### config.mk
export PLATFORM = sky130hd
export DESIGN_NAME = fcp_ctrl
export DESIGN_NICKNAME = d
export VERILOG_FILES = /design/src/hw/fcp_pkg.sv /design/src/hw/fcp_ctrl.sv /design/src/hw/fcp_low_flow.sv
export SDC_FILE = /design/constraint.sdc
export NUM_CORES = 2
export LEC_CHECK = 0
export BUFFER_PORTS_ARGS = -buffer_cell sky130_fd_sc_hd__clkbuf_2
export CORE_MARGIN = 1.5
export CORE_UTILIZATION = 56
export CTS_CLUSTER_DIAMETER = 60
export DETAILED_ROUTE_END_ITERATION = 12
export HOLD_SLACK_MARGIN = 0.05
export PLACE_DENSITY = 0.77
export SLEW_MARGIN = 10
export SYNTH_ARGS = -nofsm -noshare
export SYNTH_HDL_FRONTEND = slang
export SYNTH_SLANG_ARGS = --single-unit
### constraint.sdc
create_clock -name i_clk -period 6.1 [get_ports i_clk]
set_input_delay 0.915 -clock i_clk [delete_from_list [all_inputs] [get_ports i_clk]]
set_output_delay 0.915 -clock i_clk [all_outputs]
set_load 0.03 [all_outputs]
### src/hw/fcp_pkg.sv
// Purpose: shared constants of the flow configuration and protection block
// Assumes: 40 MHz system clock, Modbus-level register and coil strobes
// Notes:   addresses are Modbus register numbers in hex
package fcp_pkg;
  localparam int          CLK_HZ        = 40_000_000;
  localparam int          TICK_MS       = 1;
  localparam int          TICK_CYC      = CLK_HZ / 1000 * TICK_MS;
  localparam int          LOCK_MIN      = 10;
  localparam int          LOCK_MS       = LOCK_MIN * 60 * 1000;
  localparam logic [1:0]  LOCK_TRIES    = 2'h3;

  localparam int          NREG          = 11;
  localparam logic [3:0]  IDX_PW        = 4'h0;
  localparam logic [3:0]  IDX_PC_ACT    = 4'h1;
  localparam logic [3:0]  IDX_PC_SRC    = 4'h2;
  localparam logic [3:0]  IDX_LOWF      = 4'h3;
  localparam logic [3:0]  IDX_LIM_MIN   = 4'h4;
  localparam logic [3:0]  IDX_LIM_MAX   = 4'h5;
  localparam logic [3:0]  IDX_VOL_SCALE = 4'h6;
  localparam logic [3:0]  IDX_SUP_DUR   = 4'h7;
  localparam logic [3:0]  IDX_SUP_THR   = 4'h8;
  localparam logic [3:0]  IDX_VOL_UNITS = 4'h9;
  localparam logic [3:0]  IDX_CT_ON     = 4'hA;

  localparam logic [15:0] HR_PASSWORD   = 16'h03EB;
  localparam logic [15:0] HR_PC_ACT     = 16'h03F1;
  localparam logic [15:0] HR_PC_SRC     = 16'h03F2;
  localparam logic [15:0] HR_VOL_UNITS  = 16'h03FE;
  localparam logic [15:0] HR_LOWF       = 16'h0BE7;
  localparam logic [15:0] HR_LIM_MIN    = 16'h0BEB;
  localparam logic [15:0] HR_LIM_MAX    = 16'h0BED;
  localparam logic [15:0] HR_VOL_SCALE  = 16'h0C0D;
  localparam logic [15:0] HR_SUP_DUR    = 16'h0C1D;
  localparam logic [15:0] HR_SUP_THR    = 16'h0C1F;

  localparam logic [15:0] COIL_SAVE     = 16'h03E9;
  localparam logic [15:0] COIL_ERR_CLR  = 16'h03F0;
  localparam logic [15:0] COIL_DISCARD  = 16'h03F2;
  localparam logic [15:0] COIL_TOT_SAVE = 16'h03F7;
  localparam logic [15:0] COIL_TOT_SV2  = 16'h03F8;

  localparam logic [15:0] PC_OFF        = 16'h0001;
  localparam logic [15:0] PC_ZERO       = 16'h0002;
  localparam logic [15:0] PC_ZERO_RST   = 16'h0003;
  localparam logic [15:0] PC_SRC_DENS   = 16'h0001;
  localparam logic [15:0] UNITS_USER    = 16'h0000;

  localparam logic [7:0]  EXC_NONE      = 8'h00;
  localparam logic [7:0]  EXC_ILL_FUNC  = 8'h01;
  localparam logic [7:0]  EXC_ILL_ADDR  = 8'h02;
  localparam int          EXC_PC_BIT    = 3;

  // factory defaults of the stored copy
  localparam logic [15:0] DEF_PC_ACT    = 16'h0001;
  localparam logic [15:0] DEF_ZERO      = 16'h0000;
  localparam logic [15:0] DEF_LIM_MAX   = 16'h7FFF;
  localparam logic [15:0] DEF_LIM_MIN   = 16'h8000;
  localparam logic [15:0] DEF_SCALE     = 16'h0001;
  localparam logic [15:0] DEF_UNITS     = 16'h0001;

  typedef enum logic [0:0] {
    PW_OPEN   = 1'b0,
    PW_LOCKED = 1'b1
  } fcp_pw_t;
endpackage

### src/hw/fcp_ctrl.sv
// Purpose: configuration save/discard, custody protection, process control
// Assumes: one request strobe per cycle per port
// Notes:   stored copy models the non-volatile memory, no reset
`timescale 1ns/10ps
// What this block does
// RULE_01 - reload stored configuration after power-up
// RULE_02 - measurement uses settings only after save
// RULE_03 - units and scaling act immediately
// RULE_04 - unsaved flag while live differs stored
// RULE_05 - discard coil reloads stored configuration
// RULE_06 - totaliser save coils store current totals
// RULE_07 - units zero multiplies by user scale
// RULE_08 - scaling starts from fixed internal units
// RULE_09 - source register picks variable, limits bound
// RULE_10 - action: disabled, zero flow, zero plus reset
// RULE_11 - control active bit in status and input
// RULE_12 - password write enables custody, blocks marked writes
// RULE_13 - custody state readable as binary input
// RULE_14 - custody blocks clearing protected error flags
// RULE_15 - three wrong passwords lock ten minutes
// RULE_16 - flow below low threshold is dropped
// RULE_17 - suppression triggers on falling below threshold
// RULE_18 - suppression threshold added for set duration
// RULE_19 - refused writes change nothing
// RULE_20 - threshold returns to plain after period
module fcp_ctrl #(
  parameter int TICK_CYC = fcp_pkg::TICK_CYC,
  parameter int LOCK_MS  = fcp_pkg::LOCK_MS
) (
  input  wire logic               i_clk,
  input  wire logic               i_arst_n,
  input  wire logic               i_nvm_init,
  input  wire logic               i_hr_wr,
  input  wire logic               i_hr_rd,
  input  wire logic        [15:0] i_hr_addr,
  input  wire logic        [15:0] i_hr_wdata,
  input  wire logic               i_coil_wr,
  input  wire logic        [15:0] i_coil_addr,
  input  wire logic               i_coil_val,
  input  wire logic signed [15:0] i_flow,
  input  wire logic signed [15:0] i_temp,
  input  wire logic signed [15:0] i_density,
  input  wire logic        [31:0] i_mass_total,
  input  wire logic        [31:0] i_vol_total,
  output logic                    o_hr_ack,
  output logic             [7:0]  o_hr_exc,
  output logic             [15:0] o_hr_rdata,
  output logic                    o_unsaved,
  output logic                    o_custody_on,
  output logic                    o_pc_active,
  output logic             [7:0]  o_exc_status,
  output logic signed      [15:0] o_flow,
  output logic             [47:0] o_vol_total_tx,
  output logic                    o_tot_reset,
  output logic                    o_tot_load,
  output logic             [31:0] o_mass_total_ld,
  output logic             [31:0] o_vol_total_ld,
  output logic                    o_err_clr,
  output logic                    o_err_clr_ct,
  output logic                    o_sup_active
);
  // marked registers refuse writes under custody
  function automatic logic is_ct(input logic [3:0] idx);
    is_ct = (idx == fcp_pkg::IDX_PC_ACT) || (idx == fcp_pkg::IDX_PC_SRC) ||
            (idx == fcp_pkg::IDX_LOWF) || (idx == fcp_pkg::IDX_LIM_MIN) ||
            (idx == fcp_pkg::IDX_LIM_MAX) || (idx == fcp_pkg::IDX_SUP_DUR) ||
            (idx == fcp_pkg::IDX_SUP_THR);
  endfunction

  // returns {hit, index}
  function automatic logic [4:0] decode(input logic [15:0] a);
    if (a == fcp_pkg::HR_PASSWORD) begin
      decode = {1'b1, fcp_pkg::IDX_PW};
    end else if (a == fcp_pkg::HR_PC_ACT) begin
      decode = {1'b1, fcp_pkg::IDX_PC_ACT};
    end else if (a == fcp_pkg::HR_PC_SRC) begin
      decode = {1'b1, fcp_pkg::IDX_PC_SRC};
    end else if (a == fcp_pkg::HR_LOWF) begin
      decode = {1'b1, fcp_pkg::IDX_LOWF};
    end else if (a == fcp_pkg::HR_LIM_MIN) begin
      decode = {1'b1, fcp_pkg::IDX_LIM_MIN};
    end else if (a == fcp_pkg::HR_LIM_MAX) begin
      decode = {1'b1, fcp_pkg::IDX_LIM_MAX};
    end else if (a == fcp_pkg::HR_VOL_SCALE) begin
      decode = {1'b1, fcp_pkg::IDX_VOL_SCALE};
    end else if (a == fcp_pkg::HR_SUP_DUR) begin
      decode = {1'b1, fcp_pkg::IDX_SUP_DUR};
    end else if (a == fcp_pkg::HR_SUP_THR) begin
      decode = {1'b1, fcp_pkg::IDX_SUP_THR};
    end else if (a == fcp_pkg::HR_VOL_UNITS) begin
      decode = {1'b1, fcp_pkg::IDX_VOL_UNITS};
    end else begin
      decode = 5'h00;
    end
  endfunction

  logic [15:0]     live_ff [fcp_pkg::NREG];
  logic [15:0]     nxt_live [fcp_pkg::NREG];
  logic [15:0]     stored_mem [fcp_pkg::NREG];
  logic [31:0]     tot_mass_mem;
  logic [31:0]     tot_vol_mem;
  logic            load_ff;
  logic            nxt_load;
  fcp_pkg::fcp_pw_t pw_ff;
  fcp_pkg::fcp_pw_t nxt_pw;
  logic [1:0]      wrong_ff;
  logic [1:0]      nxt_wrong;
  logic [19:0]     lock_ff;
  logic [19:0]     nxt_lock;
  logic [15:0]     div_ff;
  logic [15:0]     nxt_div;
  logic            tick;
  logic            ack_ff;
  logic [7:0]      exc_ff;
  logic [7:0]      nxt_exc;
  logic [15:0]     rdata_ff;
  logic [15:0]     nxt_rdata;
  logic            unsaved_ff;
  logic            nxt_unsaved;
  logic            pc_ff;
  logic            nxt_pc;
  logic            totrst_ff;
  logic            nxt_totrst;
  logic            errclr_ff;
  logic            errclr_ct_ff;
  logic            tot_load_ff;
  logic signed [15:0] flow_ff;
  logic signed [15:0] nxt_flow;
  logic [47:0]     voltx_ff;
  logic [47:0]     nxt_voltx;
  logic signed [15:0] cut_flow;
  logic signed [15:0] pc_var;
  logic [4:0]      dec;
  logic            save_req;
  logic            coil_on;
  logic            custody;

  assign coil_on  = i_coil_wr && i_coil_val;
  assign save_req = coil_on && (i_coil_addr == fcp_pkg::COIL_SAVE);
  assign custody  = live_ff[fcp_pkg::IDX_CT_ON][0];
  assign dec      = decode(i_hr_addr);
  assign tick     = div_ff == 16'(TICK_CYC - 1);

  // stored copy: survives reset, only written by save or factory init
  always_ff @(posedge i_clk) begin
    if (i_nvm_init) begin
      for (int i = 0; i < fcp_pkg::NREG; i++) begin
        stored_mem[i] <= fcp_pkg::DEF_ZERO;
      end
      stored_mem[fcp_pkg::IDX_PC_ACT]    <= fcp_pkg::DEF_PC_ACT;
      stored_mem[fcp_pkg::IDX_LIM_MIN]   <= fcp_pkg::DEF_LIM_MIN;
      stored_mem[fcp_pkg::IDX_LIM_MAX]   <= fcp_pkg::DEF_LIM_MAX;
      stored_mem[fcp_pkg::IDX_VOL_SCALE] <= fcp_pkg::DEF_SCALE;
      stored_mem[fcp_pkg::IDX_VOL_UNITS] <= fcp_pkg::DEF_UNITS;
      tot_mass_mem <= 32'h0000_0000;
      tot_vol_mem  <= 32'h0000_0000;
    end else begin
      if (save_req) begin
        for (int i = 0; i < fcp_pkg::NREG; i++) begin
          stored_mem[i] <= live_ff[i]; // RULE_02
        end
      end
      if (coil_on && (i_coil_addr == fcp_pkg::COIL_TOT_SAVE || i_coil_addr == fcp_pkg::COIL_TOT_SV2)) begin
        tot_mass_mem <= i_mass_total; // RULE_06
        tot_vol_mem  <= i_vol_total;
      end
    end
  end

  // holding registers, password and lockout
  always_comb begin
    for (int i = 0; i < fcp_pkg::NREG; i++) begin
      nxt_live[i] = live_ff[i];
    end
    nxt_load  = load_ff;
    nxt_pw    = pw_ff;
    nxt_wrong = wrong_ff;
    nxt_lock  = lock_ff;
    nxt_exc   = fcp_pkg::EXC_NONE;
    nxt_rdata = rdata_ff;
    nxt_div   = tick ? 16'h0000 : div_ff + 16'h0001;
    if (pw_ff == fcp_pkg::PW_LOCKED && tick) begin
      if (lock_ff == 20'h00000) begin
        nxt_pw = fcp_pkg::PW_OPEN;
      end else begin
        nxt_lock = lock_ff - 20'h00001;
      end
    end
    if (coil_on && i_coil_addr == fcp_pkg::COIL_DISCARD) begin
      nxt_load = 1'b1; // RULE_05
    end
    if (load_ff) begin
      for (int i = 0; i < fcp_pkg::NREG; i++) begin
        nxt_live[i] = stored_mem[i]; // RULE_01 RULE_05
      end
      nxt_load = 1'b0;
    end else if (i_hr_wr) begin
      if (!dec[4]) begin
        nxt_exc = fcp_pkg::EXC_ILL_ADDR;
      end else if (dec[3:0] == fcp_pkg::IDX_PW) begin
        if (pw_ff == fcp_pkg::PW_LOCKED) begin
          nxt_exc = fcp_pkg::EXC_ILL_FUNC; // RULE_15 RULE_19
        end else if (!custody) begin
          nxt_live[fcp_pkg::IDX_PW]    = i_hr_wdata; // RULE_12
          nxt_live[fcp_pkg::IDX_CT_ON] = 16'h0001;
          nxt_wrong = 2'h0;
        end else if (i_hr_wdata == live_ff[fcp_pkg::IDX_PW]) begin
          nxt_live[fcp_pkg::IDX_CT_ON] = 16'h0000;
          nxt_wrong = 2'h0;
        end else if (wrong_ff == fcp_pkg::LOCK_TRIES - 2'h1) begin
          nxt_exc   = fcp_pkg::EXC_ILL_FUNC; // RULE_15
          nxt_pw    = fcp_pkg::PW_LOCKED;
          nxt_lock  = 20'(LOCK_MS - 1);
          nxt_wrong = 2'h0;
        end else begin
          nxt_exc   = fcp_pkg::EXC_ILL_FUNC;
          nxt_wrong = wrong_ff + 2'h1;
        end
      end else if (custody && is_ct(dec[3:0])) begin
        nxt_exc = fcp_pkg::EXC_ILL_FUNC; // RULE_12 RULE_19
      end else begin
        nxt_live[dec[3:0]] = i_hr_wdata;
      end
    end
    if (i_hr_rd) begin
      nxt_rdata = dec[4] ? live_ff[dec[3:0]] : 16'h0000;
    end
  end

  always_ff @(posedge i_clk or negedge i_arst_n) begin
    if (!i_arst_n) begin
      for (int i = 0; i < fcp_pkg::NREG; i++) begin
        live_ff[i] <= 16'h0000;
      end
      load_ff  <= 1'b1;
      pw_ff    <= fcp_pkg::PW_OPEN;
      wrong_ff <= 2'h0;
      lock_ff  <= 20'h00000;
      div_ff   <= 16'h0000;
      ack_ff   <= 1'b0;
      exc_ff   <= fcp_pkg::EXC_NONE;
      rdata_ff <= 16'h0000;
    end else begin
      for (int i = 0; i < fcp_pkg::NREG; i++) begin
        live_ff[i] <= nxt_live[i];
      end
      load_ff  <= nxt_load;
      pw_ff    <= nxt_pw;
      wrong_ff <= nxt_wrong;
      lock_ff  <= nxt_lock;
      div_ff   <= nxt_div;
      ack_ff   <= i_hr_wr || i_hr_rd;
      exc_ff   <= nxt_exc;
      rdata_ff <= nxt_rdata;
    end
  end

  // measurement side: low-flow and control settings come from the stored copy, volume units and scale from the live registers
  fcp_low_flow u_low_flow (
    .i_clk        (i_clk),
    .i_arst_n     (i_arst_n),
    .i_tick       (tick),
    .i_flow       (i_flow),
    .i_thr        (stored_mem[fcp_pkg::IDX_LOWF]),
    .i_sup_thr    (stored_mem[fcp_pkg::IDX_SUP_THR]),
    .i_sup_dur    (stored_mem[fcp_pkg::IDX_SUP_DUR]),
    .o_flow       (cut_flow),
    .o_sup_active (o_sup_active)
  );

  always_comb begin
    nxt_unsaved = 1'b0;
    for (int i = 0; i < fcp_pkg::NREG; i++) begin
      if (live_ff[i] != stored_mem[i]) begin
        nxt_unsaved = 1'b1; // RULE_04
      end
    end
    pc_var = (stored_mem[fcp_pkg::IDX_PC_SRC] == fcp_pkg::PC_SRC_DENS) ? i_density : i_temp; // RULE_09
    nxt_pc = (pc_var < $signed(stored_mem[fcp_pkg::IDX_LIM_MIN]) ||
              pc_var > $signed(stored_mem[fcp_pkg::IDX_LIM_MAX])) &&
             (stored_mem[fcp_pkg::IDX_PC_ACT] == fcp_pkg::PC_ZERO ||
              stored_mem[fcp_pkg::IDX_PC_ACT] == fcp_pkg::PC_ZERO_RST); // RULE_10 RULE_11
    nxt_totrst = nxt_pc && stored_mem[fcp_pkg::IDX_PC_ACT] == fcp_pkg::PC_ZERO_RST; // RULE_10
    nxt_flow   = pc_ff ? 16'sh0000 : cut_flow; // RULE_10
    // internal unit of the volume total is cubic centimetres
    if (live_ff[fcp_pkg::IDX_VOL_UNITS] == fcp_pkg::UNITS_USER) begin
      nxt_voltx = i_vol_total * live_ff[fcp_pkg::IDX_VOL_SCALE]; // RULE_03 RULE_07 RULE_08
    end else begin
      nxt_voltx = {16'h0000, i_vol_total};
    end
  end

  always_ff @(posedge i_clk or negedge i_arst_n) begin
    if (!i_arst_n) begin
      unsaved_ff   <= 1'b0;
      pc_ff        <= 1'b0;
      totrst_ff    <= 1'b0;
      flow_ff      <= 16'sh0000;
      voltx_ff     <= 48'h0000_0000_0000;
      errclr_ff    <= 1'b0;
      errclr_ct_ff <= 1'b0;
      tot_load_ff  <= 1'b0;
    end else begin
      unsaved_ff   <= nxt_unsaved;
      pc_ff        <= nxt_pc;
      totrst_ff    <= nxt_totrst;
      flow_ff      <= nxt_flow;
      voltx_ff     <= nxt_voltx;
      errclr_ff    <= coil_on && i_coil_addr == fcp_pkg::COIL_ERR_CLR;
      errclr_ct_ff <= coil_on && i_coil_addr == fcp_pkg::COIL_ERR_CLR && !custody; // RULE_14
      tot_load_ff  <= load_ff; // RULE_06
    end
  end

  assign o_hr_ack        = ack_ff;
  assign o_hr_exc        = exc_ff;
  assign o_hr_rdata      = rdata_ff;
  assign o_unsaved       = unsaved_ff;
  assign o_custody_on    = custody; // RULE_13
  assign o_pc_active     = pc_ff;
  assign o_exc_status    = 8'(pc_ff) << fcp_pkg::EXC_PC_BIT; // RULE_11
  assign o_flow          = flow_ff;
  assign o_vol_total_tx  = voltx_ff;
  assign o_tot_reset     = totrst_ff;
  assign o_tot_load      = tot_load_ff;
  assign o_mass_total_ld = tot_mass_mem;
  assign o_vol_total_ld  = tot_vol_mem;
  assign o_err_clr       = errclr_ff;
  assign o_err_clr_ct    = errclr_ct_ff;
endmodule

### src/hw/fcp_low_flow.sv
// Purpose: low flow cut-off with pressure suppression boost
// Assumes: i_tick is a one-cycle pulse per suppression time unit
// Notes:   thresholds compare against flow magnitude
`timescale 1ns/10ps
module fcp_low_flow (
  input  wire logic               i_clk,
  input  wire logic               i_arst_n,
  input  wire logic               i_tick,
  input  wire logic signed [15:0] i_flow,
  input  wire logic        [15:0] i_thr,
  input  wire logic        [15:0] i_sup_thr,
  input  wire logic        [15:0] i_sup_dur,
  output logic signed      [15:0] o_flow,
  output logic                    o_sup_active
);
  logic        [15:0] mag;
  logic        [16:0] eff_thr;
  logic               above_ff;
  logic               nxt_above;
  logic        [15:0] sup_cnt_ff;
  logic        [15:0] nxt_sup_cnt;
  logic signed [15:0] flow_ff;
  logic signed [15:0] nxt_flow;

  always_comb begin
    mag         = i_flow[15] ? 16'(-i_flow) : 16'(i_flow);
    nxt_above   = mag >= i_thr;
    nxt_sup_cnt = sup_cnt_ff;
    if (above_ff && !nxt_above) begin
      nxt_sup_cnt = i_sup_dur; // RULE_17
    end else if (i_tick && sup_cnt_ff != 16'h0000) begin
      nxt_sup_cnt = sup_cnt_ff - 16'h0001;
    end
    // boost only while the period runs
    eff_thr  = {1'b0, i_thr} + ((sup_cnt_ff != 16'h0000) ? {1'b0, i_sup_thr} : 17'h00000); // RULE_18 RULE_20
    nxt_flow = ({1'b0, mag} < eff_thr) ? 16'sh0000 : i_flow; // RULE_16
  end

  always_ff @(posedge i_clk or negedge i_arst_n) begin
    if (!i_arst_n) begin
      above_ff   <= 1'b0;
      sup_cnt_ff <= 16'h0000;
      flow_ff    <= 16'sh0000;
    end else begin
      above_ff   <= nxt_above;
      sup_cnt_ff <= nxt_sup_cnt;
      flow_ff    <= nxt_flow;
    end
  end

  assign o_flow       = flow_ff;
  assign o_sup_active = sup_cnt_ff != 16'h0000;
endmodule

==> run_results.csv <==
group,metric,value,unit
status,status,"finished, violations left",
status,violations,"design-rule violations, negative setup slack",
logic_synthesis,syn_avg_cell_area,9.41,um2
setup_path,worstPathRequired,6560,ps
timing,tightest_slew,1360,ps
timing,fin_crit,6390,ps
die,fp.dieW,289,um
logic_synthesis,ys_top_cells_by_area,"dfrtp_1 18%, fa_1 18%, edfxtp_1 8.4%",
logic_synthesis,synth_top_family_by_area,"adder cells",
logic_synthesis,yosysSeqAreaShare,31.8,%
timing,rsz0062_at_grt,"true",
die,core-area,80700,um2
route,vias,37613,
power,p_leak,24.7,nW
global_route,grt_pass1_vias,37409,
route,wl_met2,65200,um
power,p_per_area,741,nW/um2
power,power.total,39.2,mW
global_route,grt_max_degree,185,
cells_and_area,final_util,65.6,%
logic_synthesis,yosys.area_share.simple,18.0,%
power,worst_ir_drop_vdd,1.56,mV
cells_and_area,n_antenna_cell,0,
logic_synthesis,synthArstFlopShare,58.5,%
min_path,min_path_type,"in2async",
die,dieArea,83300,um2
run,maxCapViolCount,0,
setup_path,cp.arrival,6840,ps
logic_synthesis,synth_compound_area_share,8.90,%
cts,clk_path_buf_depth,3,
logic_synthesis,synthFlopType,"dfrtp_1",
logic_synthesis,synth_edf_count,128,
route,drc,9,
logic_synthesis,synthAdderAreaFrac,23.9,%
die,start_util,56.6,%
setup_path,critPathKind,"reg2reg",
route,maxUsedRoutingLayer,"met5",
die,die_h,289,um
cts,cts.sinks,578,
global_route,grt_use_total,33.7,%
timing,fmax,157,MHz
cells_and_area,fin_nets,6063,
placed_design,dp_hpwl,104000,um
timing,timing.final.ws_setup,-288,ps
timing,period_share,105,%
route,vias_per_cell,5.89,
logic_synthesis,synthCells,4854,
cts,cts_hold_buf,0,
route,drt-total-wl,141000,um
timing,relSlewSlack,8.34,%
timing,fin_worst_skew,28.4,ps
timing,hold_violations,0,
route,drt_iter0_markers,4064,
cts,cts_tree,"built",
timing,slew_viol_final,0,
setup_path,end_kind,"register",
cells_and_area,drive_gt1_share,16.9,%
route,met1Wirelength,53000,um
setup_path,start_kind,"register",
route,dr.pass1.iters,12,
logic_synthesis,yosys-mux-area-fraction,4.73,%
placed_design,placedCellCount,6245,
logic_synthesis,synthDistinctLibCells,85,
route,wire_per_inst,22.1,um
cells_and_area,stdcell_area,52900,um2
logic_synthesis,syn-cell-area,45700,um2
die,row_count,104,
logic_synthesis,synth.most_common_cell,"nand2_1",
setup_path,crit_fanout,7,
route,wl_met3,14300,um
global_route,antenna_found_initial,2,
global_route,grt_overflow,0,
cts,ctsHtreeMaxLevel,3,
cells_and_area,syn2layout_area_growth,15.9,%
cts,insertion_delay,640,ps
cts,clock-root-buffer,"clkbuf_16",
logic_synthesis,synth-xor-area-share,5.52,%
cells_and_area,instances_no_fill,6390,
logic_synthesis,yosysTopAreaCell,"dfrtp_1",
global_route,grt_pass1_wl,215000,um
placed_design,routabilityCongestion,1.05,
logic_synthesis,synth_common_cells,"808 x nand2_1, 520 x inv_1, 419 x fa_1",
logic_synthesis,synth_warnings,0,
route,ant_nets,0,
logic_synthesis,yosys_register_bits,578,
placed_design,postPlaceCellArea,50000,um2
cts,clkTransAtPathRegs,60,ps
placed_design,port_buffers,322,
timing,setup_viol_count_final,18,
logic_synthesis,synth.top_cell.area_share,18.5,%
die,pin_count,336,
cts,numCtsBuffers,68,
[per-stage QoR]
stage / worst slack (ps) / hold WS, ps / setup TNS, ps
finish: -288 / 318 / -2270
global route: -397 / 400 / -6250
CTS: -105 / 361 / -981
detailed placement: -874 / 434 / -21270
global placement: -765 / 430 / -18030
floorplan: -75.3 / 395 / -516
[report_power, final]
part	internal, mW	total (mW)	switching [mW]	leakage, nW
Combinational	15.2	30.9	15.7	17.7
Sequential	4.03	4.09	0.0650	5.91
Clock	2.45	4.25	1.80	1.12
[state kept, by name, summed over array words and instances (netlist names), 16 cells and up]
signal / cells
o_vol_total_ld: 32
u_low_flow.o_flow: 16
o_hr_rdata: 16
stored_mem: 176
o_mass_total_ld: 32
live_ff: 175
o_flow: 16
u_low_flow.sup_cnt_ff: 16
div_ff: 16
lock_ff: 20
o_vol_total_tx: 48
[path summary, 6_finish.rpt]
| path | start | cells past startpoint | to | slack, ps |
|---|---|---|---|---|
| worst max-delay path | live_ff[68]$_DFFE_PN0P_ | 23 | o_vol_total_tx[42]$_DFF_PN0_ | -290 |
| max in group asynchronous | i_arst_n | 2 | live_ff[76]$_DFFE_PN0P_ | 4400 |
| worst min-delay path | i_arst_n | 1 | o_flow[5]$_DFF_PN0_ | 320 |
| worst max register to register | live_ff[68]$_DFFE_PN0P_ | 23 | o_vol_total_tx[42]$_DFF_PN0_ | -290 |
| min in group i_clk | stored_mem[1][26]$_SDFFE_PP1P_ | 2 | live_ff[90]$_DFFE_PN0P_ | 450 |
| worst min register to register | stored_mem[1][26]$_SDFFE_PP1P_ | 2 | live_ff[90]$_DFFE_PN0P_ | 450 |
[logic make-up (layout without fill, tap and decap cells)]
kind of cell               after synthesis  count (layout)
and+or+nand+nor                       1678            1678
buffers and inverters                  813            1277
AOI/OAI and AO/OA                      663             663
adders and majority gates              622             622
DFF                                    578             578
xor gates and xnor gates               288             288
muxes                                  211             211
other                                    1              13
[area by class of cell]
type | count | area (um2)
Sequential cell | 578 | 14600
Multi-Input combinational cell | 3475 | 28500
Fill cell | 6278 | 27800
Clock inverter | 32 | 395
Inverter | 521 | 1960
Clock buffer | 94 | 1910
Tap cell | 1060 | 1330
Timing Repair Buffer | 630 | 4270
[per-layer routing]
| metal | track usage (%) | up-vias |
|---|---|---|
| li1 | - | 16632 |
| met1 | 43.4 | 18520 |
| met2 | 53.5 | 2020 |
| met3 | 7.36 | 439 |
| met4 | 17.5 | 2 |
| met5 | 0 | - |
[cell usage in the layout (no fill, tap or decap), types with 17 or more instances in the layout]
cell type / instances
xnor2_1: 158
inv_1: 510
mux2_2: 39
mux2i_1: 172
nor2_1: 132
clkbuf_16: 70
nor3_1: 39
buf_4: 274
buf_12: 21
edfxtp_1: 128
o21ai_1: 122
nor2b_1: 45
nand2b_1: 18
clkbuf_1: 17
dfrtp_1: 335
nand4_1: 57
dfxtp_1: 112
fa_1: 409
a21o_1: 45
o21ai_0: 131
a21oi_1: 159
clkbuf_2: 316
ha_1: 189
nand3_1: 60
and2_1: 344
xor2_1: 129
o221ai_1: 21
nand2_1: 804
nor4_1: 59
[critical path, stage by stage, from the launching register on]
cell      delay, ps
dfrtp_1         420
buf_12          160
buf_8           130
and2_1          170
fa_1            540
inv_1            60
fa_2            440
fa_1            490
inv_1            60
fa_1            480
fa_1            500
inv_1            60
fa_1            490
inv_1            70
ha_4            220
a21oi_2         170
o21ai_2          80
o41a_1          340
a221o_1         390
o21ai_4         270
a21oi_4         140
o311ai_4        320
a21o_1          160
a21oi_1          60
[repair_timing]
item                                    CTS  global route
endpoints found under the hold margin     0             0
buffers inserted                          8            12
pin swaps                                12            54
endpoints found under the setup margin   26            44
resized for setup                        35            89
No activity file was read; power rests on OpenSTA's default activity.
